**config.mk**
```make
export PLATFORM = sky130hd
export DESIGN_NAME = mmio_port_unit
export DESIGN_NICKNAME = d
export VERILOG_FILES = /design/src/hdl/mmio_port_unit.v /design/src/hdl/mmio_sync.v
export VERILOG_INCLUDE_DIRS = /design/src /design/src/hdl
export SDC_FILE = /design/constraint.sdc
export NUM_CORES = 1
export LEC_CHECK = 0
export BUFFER_PORTS_ARGS = -buffer_cell sky130_fd_sc_hd__buf_2
export CORE_MARGIN = 1
export CORE_UTILIZATION = 52
export DETAILED_ROUTE_END_ITERATION = 10
export PLACE_DENSITY = 0.83
export SLEW_MARGIN = 10
export SYNTH_ARGS = -nofsm -noshare
export SYNTH_HDL_FRONTEND = slang
export SYNTH_SLANG_ARGS = --single-unit
export TNS_END_PERCENT = 100
```
**constraint.sdc**
```tcl
create_clock -name clock -period 3.6 [get_ports clock]
set_input_delay 0 -clock clock [delete_from_list [all_inputs] [get_ports clock]]
set_output_delay 0 -clock clock [all_outputs]
set_load 0.05 [all_outputs]
```
**src/hdl/mmio_consts.vh**
```
// constants for the multi-mode i/o port unit
// assumes an 8-bit core with separate input, output and configuration spaces
`ifndef MMIO_CONSTS_VH
`define MMIO_CONSTS_VH

`define MMIO_NUM_PORTS 3
`define MMIO_IRQ_PORTS 2
`define MMIO_PORT_W 8
`define MMIO_ALL_W 24

// input and output register space: one byte address per port
`define MMIO_IO_PORT_A 8'h00
`define MMIO_IO_PORT_B 8'h01
`define MMIO_IO_PORT_C 8'h02

// configuration space: four registers per port from the base
`define MMIO_CFG_BASE 8'h18
`define MMIO_CFG_STRIDE 8'h04
`define MMIO_OFS_PULLUP 8'h00
`define MMIO_OFS_OPTION 8'h01
`define MMIO_OFS_DIR 8'h02
`define MMIO_OFS_ALT 8'h03
`define MMIO_POL_ADDR 8'h24

// bit 0 port a, bit 1 port b; 1 = rising edge
`define MMIO_POL_MASK 8'h03
`define MMIO_POL_RESET 8'h00

`define MMIO_RESET_BYTE 8'h00
`define MMIO_MASK_AB 8'hff
`define MMIO_MASK_C 8'h3f
`define MMIO_NMI_BIT 7
`define MMIO_ZERO_BYTE 8'h00

`endif

```
**src/hdl/mmio_port_unit.v**
```verilog
// multi-mode i/o port unit: ports a, b, c with pin modes, alternate
// functions, port interrupts on a and b, and the nmi alternate input.
// assumes the core drives single-cycle read/write strobes on clock and
// that pads resolve pin_out/pin_oe/pin_pullup into the wire level.
//
// Functional notes
// - three ports, twenty-two lines, i/o or peripheral
// - each pin picks its role independently
// - reset leaves every pin high-impedance input
// - pull-up, option, direction select eight modes
// - pull-up and option captured on direction write
// - pin levels read at addresses 00h-02h
// - inputs read pins, outputs read buffer
// - output write updates buffer and output pins
// - buffer ignored for input or interrupt pins
// - interrupt mode only on ports a, b
// - port interrupt is or of pins
// - interrupt pins stay readable through input register
// - polarity register picks rising or falling edge
// - alternate register selects peripheral per pin
// - direction picks peripheral input or output function
// - nmi only with a7 alternate and input
// - peripheral override forces pin configuration
// - register bit n controls pin n
// - direction 0 input, 1 output
// - pull-up bit 1 enables pull-up
// - alternate bit 1 connects peripheral
`timescale 1ns/10ps
`default_nettype none
`include "mmio_consts.vh"

module mmio_port_unit (
  input wire clock,
  input wire rst_b,
  // input register space
  input wire [7:0] in_rd_addr,
  output reg [7:0] in_rd_data,
  // output register space
  input wire out_wr_en,
  input wire [7:0] out_wr_addr,
  input wire [7:0] out_wr_data,
  // configuration register space
  input wire cfg_wr_en,
  input wire [7:0] cfg_addr,
  input wire [7:0] cfg_wr_data,
  output reg [7:0] cfg_rd_data,
  // pins, port a in bits 7:0, b in 15:8, c in 23:16
  input wire [`MMIO_ALL_W-1:0] pin_in,
  output reg [`MMIO_ALL_W-1:0] pin_out,
  output reg [`MMIO_ALL_W-1:0] pin_oe,
  output reg [`MMIO_ALL_W-1:0] pin_pullup,
  // peripheral side
  input wire [`MMIO_ALL_W-1:0] periph_out,
  output reg [`MMIO_ALL_W-1:0] periph_in,
  input wire [`MMIO_ALL_W-1:0] ovr_en,
  input wire [`MMIO_ALL_W-1:0] ovr_dir,
  input wire [`MMIO_ALL_W-1:0] ovr_pu,
  input wire [`MMIO_ALL_W-1:0] ovr_opt,
  // interrupts
  output reg [`MMIO_IRQ_PORTS-1:0] port_irq,
  output wire nmi_req
);

  // configuration byte address of one register of one port
  function [7:0] cfg_reg;
    input [7:0] port;
    input [7:0] ofs;
    begin
      cfg_reg = `MMIO_CFG_BASE + port * `MMIO_CFG_STRIDE + ofs;
    end
  endfunction

  // per-pin drive decode; used for the enable only
  function [7:0] drive_oe;
    input [7:0] dir;
    input [7:0] opt;
    input [7:0] val;
    begin
      // open drain drives only a low; push-pull always drives
      drive_oe = dir & (~opt | ~val);
    end
  endfunction

  wire [`MMIO_ALL_W-1:0] pin_s;
  reg [7:0] pol;

  // flat views of each port for the read multiplexers, plus per-port edge flags
  wire [`MMIO_ALL_W-1:0] pu_stage_all;
  wire [`MMIO_ALL_W-1:0] opt_stage_all;
  wire [`MMIO_ALL_W-1:0] dir_all;
  wire [`MMIO_ALL_W-1:0] alt_all;
  wire [`MMIO_ALL_W-1:0] view_all;
  wire [`MMIO_NUM_PORTS-1:0] edge_any;

  mmio_sync u_sync (
    .clock(clock),
    .rst_b(rst_b),
    .d(pin_in),
    .q(pin_s)
  );

  always @(posedge clock) begin
    if (!rst_b) begin
      pol <= `MMIO_POL_RESET;
    end else if (cfg_wr_en && cfg_addr == `MMIO_POL_ADDR) begin
      pol <= cfg_wr_data & `MMIO_POL_MASK;
    end
  end

  genvar p;
  generate
    for (p = 0; p < `MMIO_NUM_PORTS; p = p + 1) begin : g_port
      localparam [7:0] PIDX = p;
      // port c has six lines; its upper bits are absent and read zero
      localparam [7:0] PMASK = (p == 2) ? `MMIO_MASK_C : `MMIO_MASK_AB;
      localparam IRQ_OK = (p < `MMIO_IRQ_PORTS);

      reg [7:0] pu_stage;
      reg [7:0] opt_stage;
      reg [7:0] pu_act;
      reg [7:0] opt_act;
      reg [7:0] dir_act;
      reg [7:0] alt_sel;
      reg [7:0] out_buf;
      reg [7:0] prev_lvl;

      wire [7:0] s_lvl = pin_s[8*p +: 8];
      wire [7:0] o_en = ovr_en[8*p +: 8];

      // a forcing peripheral wins over the user setting per pin
      wire [7:0] eff_dir = (o_en & ovr_dir[8*p +: 8]) | (~o_en & dir_act);
      wire [7:0] eff_pu = (o_en & ovr_pu[8*p +: 8]) | (~o_en & pu_act);
      wire [7:0] eff_opt = (o_en & ovr_opt[8*p +: 8]) | (~o_en & opt_act);

      // peripheral drives instead of the buffer when selected
      wire [7:0] drv = (alt_sel & periph_out[8*p +: 8]) | (~alt_sel & out_buf);
      wire [7:0] irq_pins = IRQ_OK ? (eff_opt & ~eff_dir & ~alt_sel) : `MMIO_ZERO_BYTE;
      wire [7:0] rise = s_lvl & ~prev_lvl & irq_pins;
      wire [7:0] fall = ~s_lvl & prev_lvl & irq_pins;

      always @(posedge clock) begin
        if (!rst_b) begin
          pu_stage <= `MMIO_RESET_BYTE;
          opt_stage <= `MMIO_RESET_BYTE;
          pu_act <= `MMIO_RESET_BYTE;
          opt_act <= `MMIO_RESET_BYTE;
          dir_act <= `MMIO_RESET_BYTE;
          alt_sel <= `MMIO_RESET_BYTE;
          out_buf <= `MMIO_RESET_BYTE;
          prev_lvl <= `MMIO_RESET_BYTE;
        end else begin
          if (cfg_wr_en && cfg_addr == cfg_reg(PIDX, `MMIO_OFS_PULLUP)) begin
            pu_stage <= cfg_wr_data & PMASK;
          end
          if (cfg_wr_en && cfg_addr == cfg_reg(PIDX, `MMIO_OFS_OPTION)) begin
            opt_stage <= cfg_wr_data & PMASK;
          end
          // staged pull-up and option go live only with direction
          if (cfg_wr_en && cfg_addr == cfg_reg(PIDX, `MMIO_OFS_DIR)) begin
            dir_act <= cfg_wr_data & PMASK;
            pu_act <= pu_stage;
            opt_act <= opt_stage;
          end
          if (cfg_wr_en && cfg_addr == cfg_reg(PIDX, `MMIO_OFS_ALT)) begin
            alt_sel <= cfg_wr_data & PMASK;
          end
          if (out_wr_en && out_wr_addr == PIDX) begin
            out_buf <= out_wr_data & PMASK;
          end
          prev_lvl <= s_lvl;
        end
      end

      // pad controls registered so pads never see decode glitches
      always @(posedge clock) begin
        if (!rst_b) begin
          pin_out[8*p +: 8] <= `MMIO_ZERO_BYTE;
          pin_oe[8*p +: 8] <= `MMIO_ZERO_BYTE;
          pin_pullup[8*p +: 8] <= `MMIO_ZERO_BYTE;
          periph_in[8*p +: 8] <= `MMIO_ZERO_BYTE;
        end else begin
          // buffer reaches only output pins; others ignore it
          pin_out[8*p +: 8] <= drv & ~eff_opt & eff_dir & PMASK;
          pin_oe[8*p +: 8] <= drive_oe(eff_dir, eff_opt, drv) & PMASK;
          pin_pullup[8*p +: 8] <= eff_pu & PMASK;
          // cleared direction picks the peripheral input function
          periph_in[8*p +: 8] <= s_lvl & alt_sel & ~eff_dir & PMASK;
        end
      end

      assign pu_stage_all[8*p +: 8] = pu_stage;
      assign opt_stage_all[8*p +: 8] = opt_stage;
      assign dir_all[8*p +: 8] = dir_act;
      assign alt_all[8*p +: 8] = alt_sel;
      // interrupt pins are inputs, so they read their level too
      assign view_all[8*p +: 8] = ((eff_dir & out_buf) | (~eff_dir & s_lvl)) & PMASK;
      // polarity bit chooses which edge counts for the port
      assign edge_any[p] = pol[p] ? (|rise) : (|fall);
    end
  endgenerate

  // one-cycle request per qualifying edge; port c never raises one
  always @(posedge clock) begin
    if (!rst_b) begin
      port_irq <= {`MMIO_IRQ_PORTS{1'b0}};
    end else begin
      port_irq <= edge_any[`MMIO_IRQ_PORTS-1:0];
    end
  end

  // a7 passes only as an alternate input, which periph_in already gates
  assign nmi_req = periph_in[`MMIO_NMI_BIT];

  // input register reads; unmapped addresses return zero
  always @(posedge clock) begin
    if (!rst_b) begin
      in_rd_data <= `MMIO_ZERO_BYTE;
    end else begin
      case (in_rd_addr)
        `MMIO_IO_PORT_A: in_rd_data <= view_all[7:0];
        `MMIO_IO_PORT_B: in_rd_data <= view_all[15:8];
        `MMIO_IO_PORT_C: in_rd_data <= view_all[23:16];
        default: in_rd_data <= `MMIO_ZERO_BYTE;
      endcase
    end
  end

  // configuration reads return the written value less absent bits, staged or live
  reg [7:0] next_cfg_rd;
  integer k;
  always @* begin
    next_cfg_rd = `MMIO_ZERO_BYTE;
    for (k = 0; k < `MMIO_NUM_PORTS; k = k + 1) begin
      if (cfg_addr == cfg_reg(k[7:0], `MMIO_OFS_PULLUP)) begin
        next_cfg_rd = pu_stage_all[8*k +: 8];
      end
      if (cfg_addr == cfg_reg(k[7:0], `MMIO_OFS_OPTION)) begin
        next_cfg_rd = opt_stage_all[8*k +: 8];
      end
      if (cfg_addr == cfg_reg(k[7:0], `MMIO_OFS_DIR)) begin
        next_cfg_rd = dir_all[8*k +: 8];
      end
      if (cfg_addr == cfg_reg(k[7:0], `MMIO_OFS_ALT)) begin
        next_cfg_rd = alt_all[8*k +: 8];
      end
    end
    if (cfg_addr == `MMIO_POL_ADDR) begin
      next_cfg_rd = pol;
    end
  end

  always @(posedge clock) begin
    if (!rst_b) begin
      cfg_rd_data <= `MMIO_ZERO_BYTE;
    end else begin
      cfg_rd_data <= next_cfg_rd;
    end
  end

endmodule // mmio_port_unit

`default_nettype wire

```
**src/hdl/mmio_sync.v**
```verilog
// two-stage synchroniser for all port pin inputs
// assumes pins are asynchronous to clock
`timescale 1ns/10ps
`default_nettype none
`include "mmio_consts.vh"

module mmio_sync (
  input wire clock,
  input wire rst_b,
  input wire [`MMIO_ALL_W-1:0] d,
  output reg [`MMIO_ALL_W-1:0] q
);

  reg [`MMIO_ALL_W-1:0] meta;

  // first stage feeds only the second stage
  always @(posedge clock) begin
    if (!rst_b) begin
      meta <= {`MMIO_NUM_PORTS{`MMIO_ZERO_BYTE}};
      q <= {`MMIO_NUM_PORTS{`MMIO_ZERO_BYTE}};
    end else begin
      meta <= d;
      q <= meta;
    end
  end

endmodule // mmio_sync

`default_nettype wire

```
==> results.md <==
- Status: completed
- Yosys warns: 0
- RSZ-0062 raised after global routing: false
- First-pass GRT wire length: 69,500 um
- Synth Instances: 1,356
- DRT Wirelength: 46,200 um
- Synth cell types: 67
- Pwr/cell area: 442 nW/um^2
- Reg-to-reg endpoint: pin_out[6]
- Via/cell ratio: 5.75
- R2R cell count: 4
- Top_reg_cell synth: dfxtp_1
- Final Wtd Congestion: 0.861
- Site row count: 59
- Root Buffer: clkbuf_16
- Post-CTS setup buffers: 0
- Final Power: 8.22 mW
- Post-synth EDFFs: 0
- Critical path depth in cells: 7
- CP Class: in2reg
- Vias: 12,500
- Final Hold Vio Count: 0
- Clock-pin slew on the worst setup and hold paths: 60 ps
- WP data required: 4000 ps
- P&R area growth vs syn: 35.4%
- Crit-path max FO: 18
- Total grt overflow: 0
- Final Net Count: 2,009
- R2R Path Start: g_port[0].opt_act[6]
- Mapped Area: 13,700 sq um
- Asr flop ratio synth: 0
- Maximum VDD drop: 0.000366 V
- # Max-Cap Violations: 0
- Gate power share: 0.091
- Post-synth top area share: 0.469
- Clock network latency to the later pin of the worst-skew pair: 530 ps
- Worst-path cell chain: dlygate4sd3_1 -> buf_2 -> or4b_4 -> nor3_4 -> nand3_2 -> mux2i_1 -> nor2b_1
- CP startpoint kind: primary input
- Critical Path Sink Type: flop
- Fin crit period: 2440 ps
- IO Port Bufs: 282
- Initial drt markers: 1,012
- Leakage power: 7.98 nW
- Slew margin rel.: 0.340
- Htree depth: 2
- Num CTS Buffers: 35
- Final setup viols: 0
- CP max stage delay: 670 ps
- Area contributors post-synth: dfxtp_1 47%, mux2i_1 12%, nor2b_1 5.5%
- Sink Count: 322
- WP buf/inv: 2
- Worst Setup EP: g_port[2].opt_act[2]
- Slowest cell on crit path: nand3_2
- Psw: 1.97 mW
- Fillers: 1,735
- DR WL/cell: 21.2 um
- Max frequency: 411 MHz
- CTS tree: done
- DRT Pass-1 Iters: 5
- Die width: 165 um
- Post-synth top area cell: dfxtp_1
- Initial Utilization: 0.529
- HP Class: in2reg
- Sequential element share of the synthesized area: 0.469
- Vias in the first global route: 12,600
- I/O pin total: 303
- Cell family with most CP delay: simple AND/OR/NAND/NOR gates
- Antenna Violating Nets Remaining: 0
- Core box area: 26,000 sq um
- Final period util: 0.676
- Die H: 165 um
- Synthesized area per cell: 10.1 sq um
- Max Clock Skew: 16.1 ps
- Most common cell in the synthesized netlist: dfxtp_1
- GRT Overall Usage: 0.336
- Remaining DRCs: 0
- Clock Path Buffers: 3
- Worst Path Arrival: 2840 ps
- Fraction of layout cells with a size suffix above 1: 0.239
- Largest net degree at the start of global routing: 112
- Synth Register Bits: 322
- Worst-Margin Slew: 987 ps
- Dpl hpwl: 28,500 um
- Clock power share: 0.467
- Initial antenna violation count: 1
- Critical Path Source: cfg_addr[5]
- Sw Ratio: 0.239
- Cell-internal power: 6.26 mW
- Pins Over Slew Limit: 0
- Setup total negative slack: 0 ps
- Sequential power share: 0.442
- Post-synth top cells: 322 x dfxtp_1, 163 x mux2i_1, 123 x nand2_1
- Area of the die: 27,100 sq um
- Flop-to-flop setup slack: 1440 ps
-- power groups by stage --
stage	registers (mW)	logic (mW)	clock network, mW
final	3.64	0.751	3.84
after global routing	3.64	0.785	4.01
after CTS	3.63	0.721	3.82
after detailed placement	3.71	0.550	0
after global placement	3.71	0.541	0
after floorplan	3.78	0.269	0
-- kinds of logic after synthesis --
group / after synthesis / synth area share
AOI/OAI and AO/OA: 205 / 0.101
muxes: 222 / 0.175
DFF: 322 / 0.469
and+or+nand+nor: 498 / 0.217
buffers and inverters: 108 / 0.0383
other: 1 / 0.000273
-- per-stage QoR --
stage / hold slack (ps) / setup WS, ps / instance area, sq um / cells / utilization
finish: 10.4 / 1160 / 18600 / 2183 / 0.716
global route: 2.21 / 1040 / 18600 / 2183 / 0.716
global placement: 205 / 1290 / 15200 / 1906 / 0.587
CTS: 3.20 / 1220 / 18600 / 2182 / 0.716
detailed placement: 209 / 1210 / 15200 / 1906 / 0.587
floorplan: 127 / 2070 / 13800 / 1363 / -
-- how the worst min path moves through the flow --
| stage | startpoint | to | slack, ps | cells past startpoint |
|---|---|---|---|---|
| 2_1_floorplan | pin_in[0] | u_sync.meta[0] | 130 | 1 |
| 3_3_place_gp | pin_in[10] | u_sync.meta[10] | 200 | 2 |
| 3_5_place_dp | pin_in[14] | u_sync.meta[14] | 210 | 2 |
| 4_1_cts | ovr_dir[17] | periph_in[17] | 3 | 3 |
| 5_1_grt | ovr_en[7] | pin_pullup[7] | 2 | 3 |
| 6_report | ovr_en[7] | pin_pullup[7] | 10 | 3 |
-- cell type report --
cell class | instances | area, sq um | area share
Inverter | 26 | 97.6 | 0.00525
Timing Repair Buffer | 503 | 3620 | 0.195
Tap cell | 335 | 419 | 0.0225
Sequential cell | 322 | 6450 | 0.347
Antenna cell | 1 | 2.50 | 0.000135
Clock inverter | 18 | 246 | 0.0133
Clock buffer | 45 | 975 | 0.0524
Multi-Input combinational cell | 933 | 6790 | 0.365
-- timing repair --
item,4_1_cts,5_1_grt
hold buffers,213,0
resized for setup,0,0
setup endpoints to repair,0,0
hold endpoints to repair,228,0
-- worst reg2reg max path, cell delays in order, from the launching register on --
cell and delay [ps]:
dfxtp_1 350, mux2_2 280, dlygate4sd3_1 580, nor3b_1 260, dlygate4sd3_1 630
-- layer usage --
metal  routed length (um)  track usage  vias up
li1                     -            -     5661
met1                18200        0.413     6012
met2                22000        0.556      711
met3                 3660       0.0645      162
met4                 2370        0.180        0
met5                    0            0        -
-- cells in the final DEF (no fill, tap or decap), drive strengths merged, types with 7 or more instances in the layout --
cell type / synthesis / final
dlygate4sd3: 0 / 213
nor2: 37 / 37
conb: 1 / 8
nand4: 9 / 9
nor2b: 120 / 120
nand3b: 16 / 16
or3b: 11 / 11
o21ai: 43 / 43
and2: 61 / 61
nand2b: 26 / 26
nand2: 123 / 123
o22ai: 10 / 10
or4b: 7 / 7
and3: 20 / 20
inv: 26 / 29
mux4: 9 / 9
mux2: 50 / 50
nor3b: 24 / 24
clkinv: 0 / 9
buf: 33 / 290
mux2i: 163 / 163
nor3: 8 / 8
dfxtp: 322 / 322
a2111oi: 13 / 13
clkbuf: 49 / 45
a21boi: 66 / 66
nand3: 14 / 14
a21oi: 31 / 31
(Power assumes the default switching activity.)
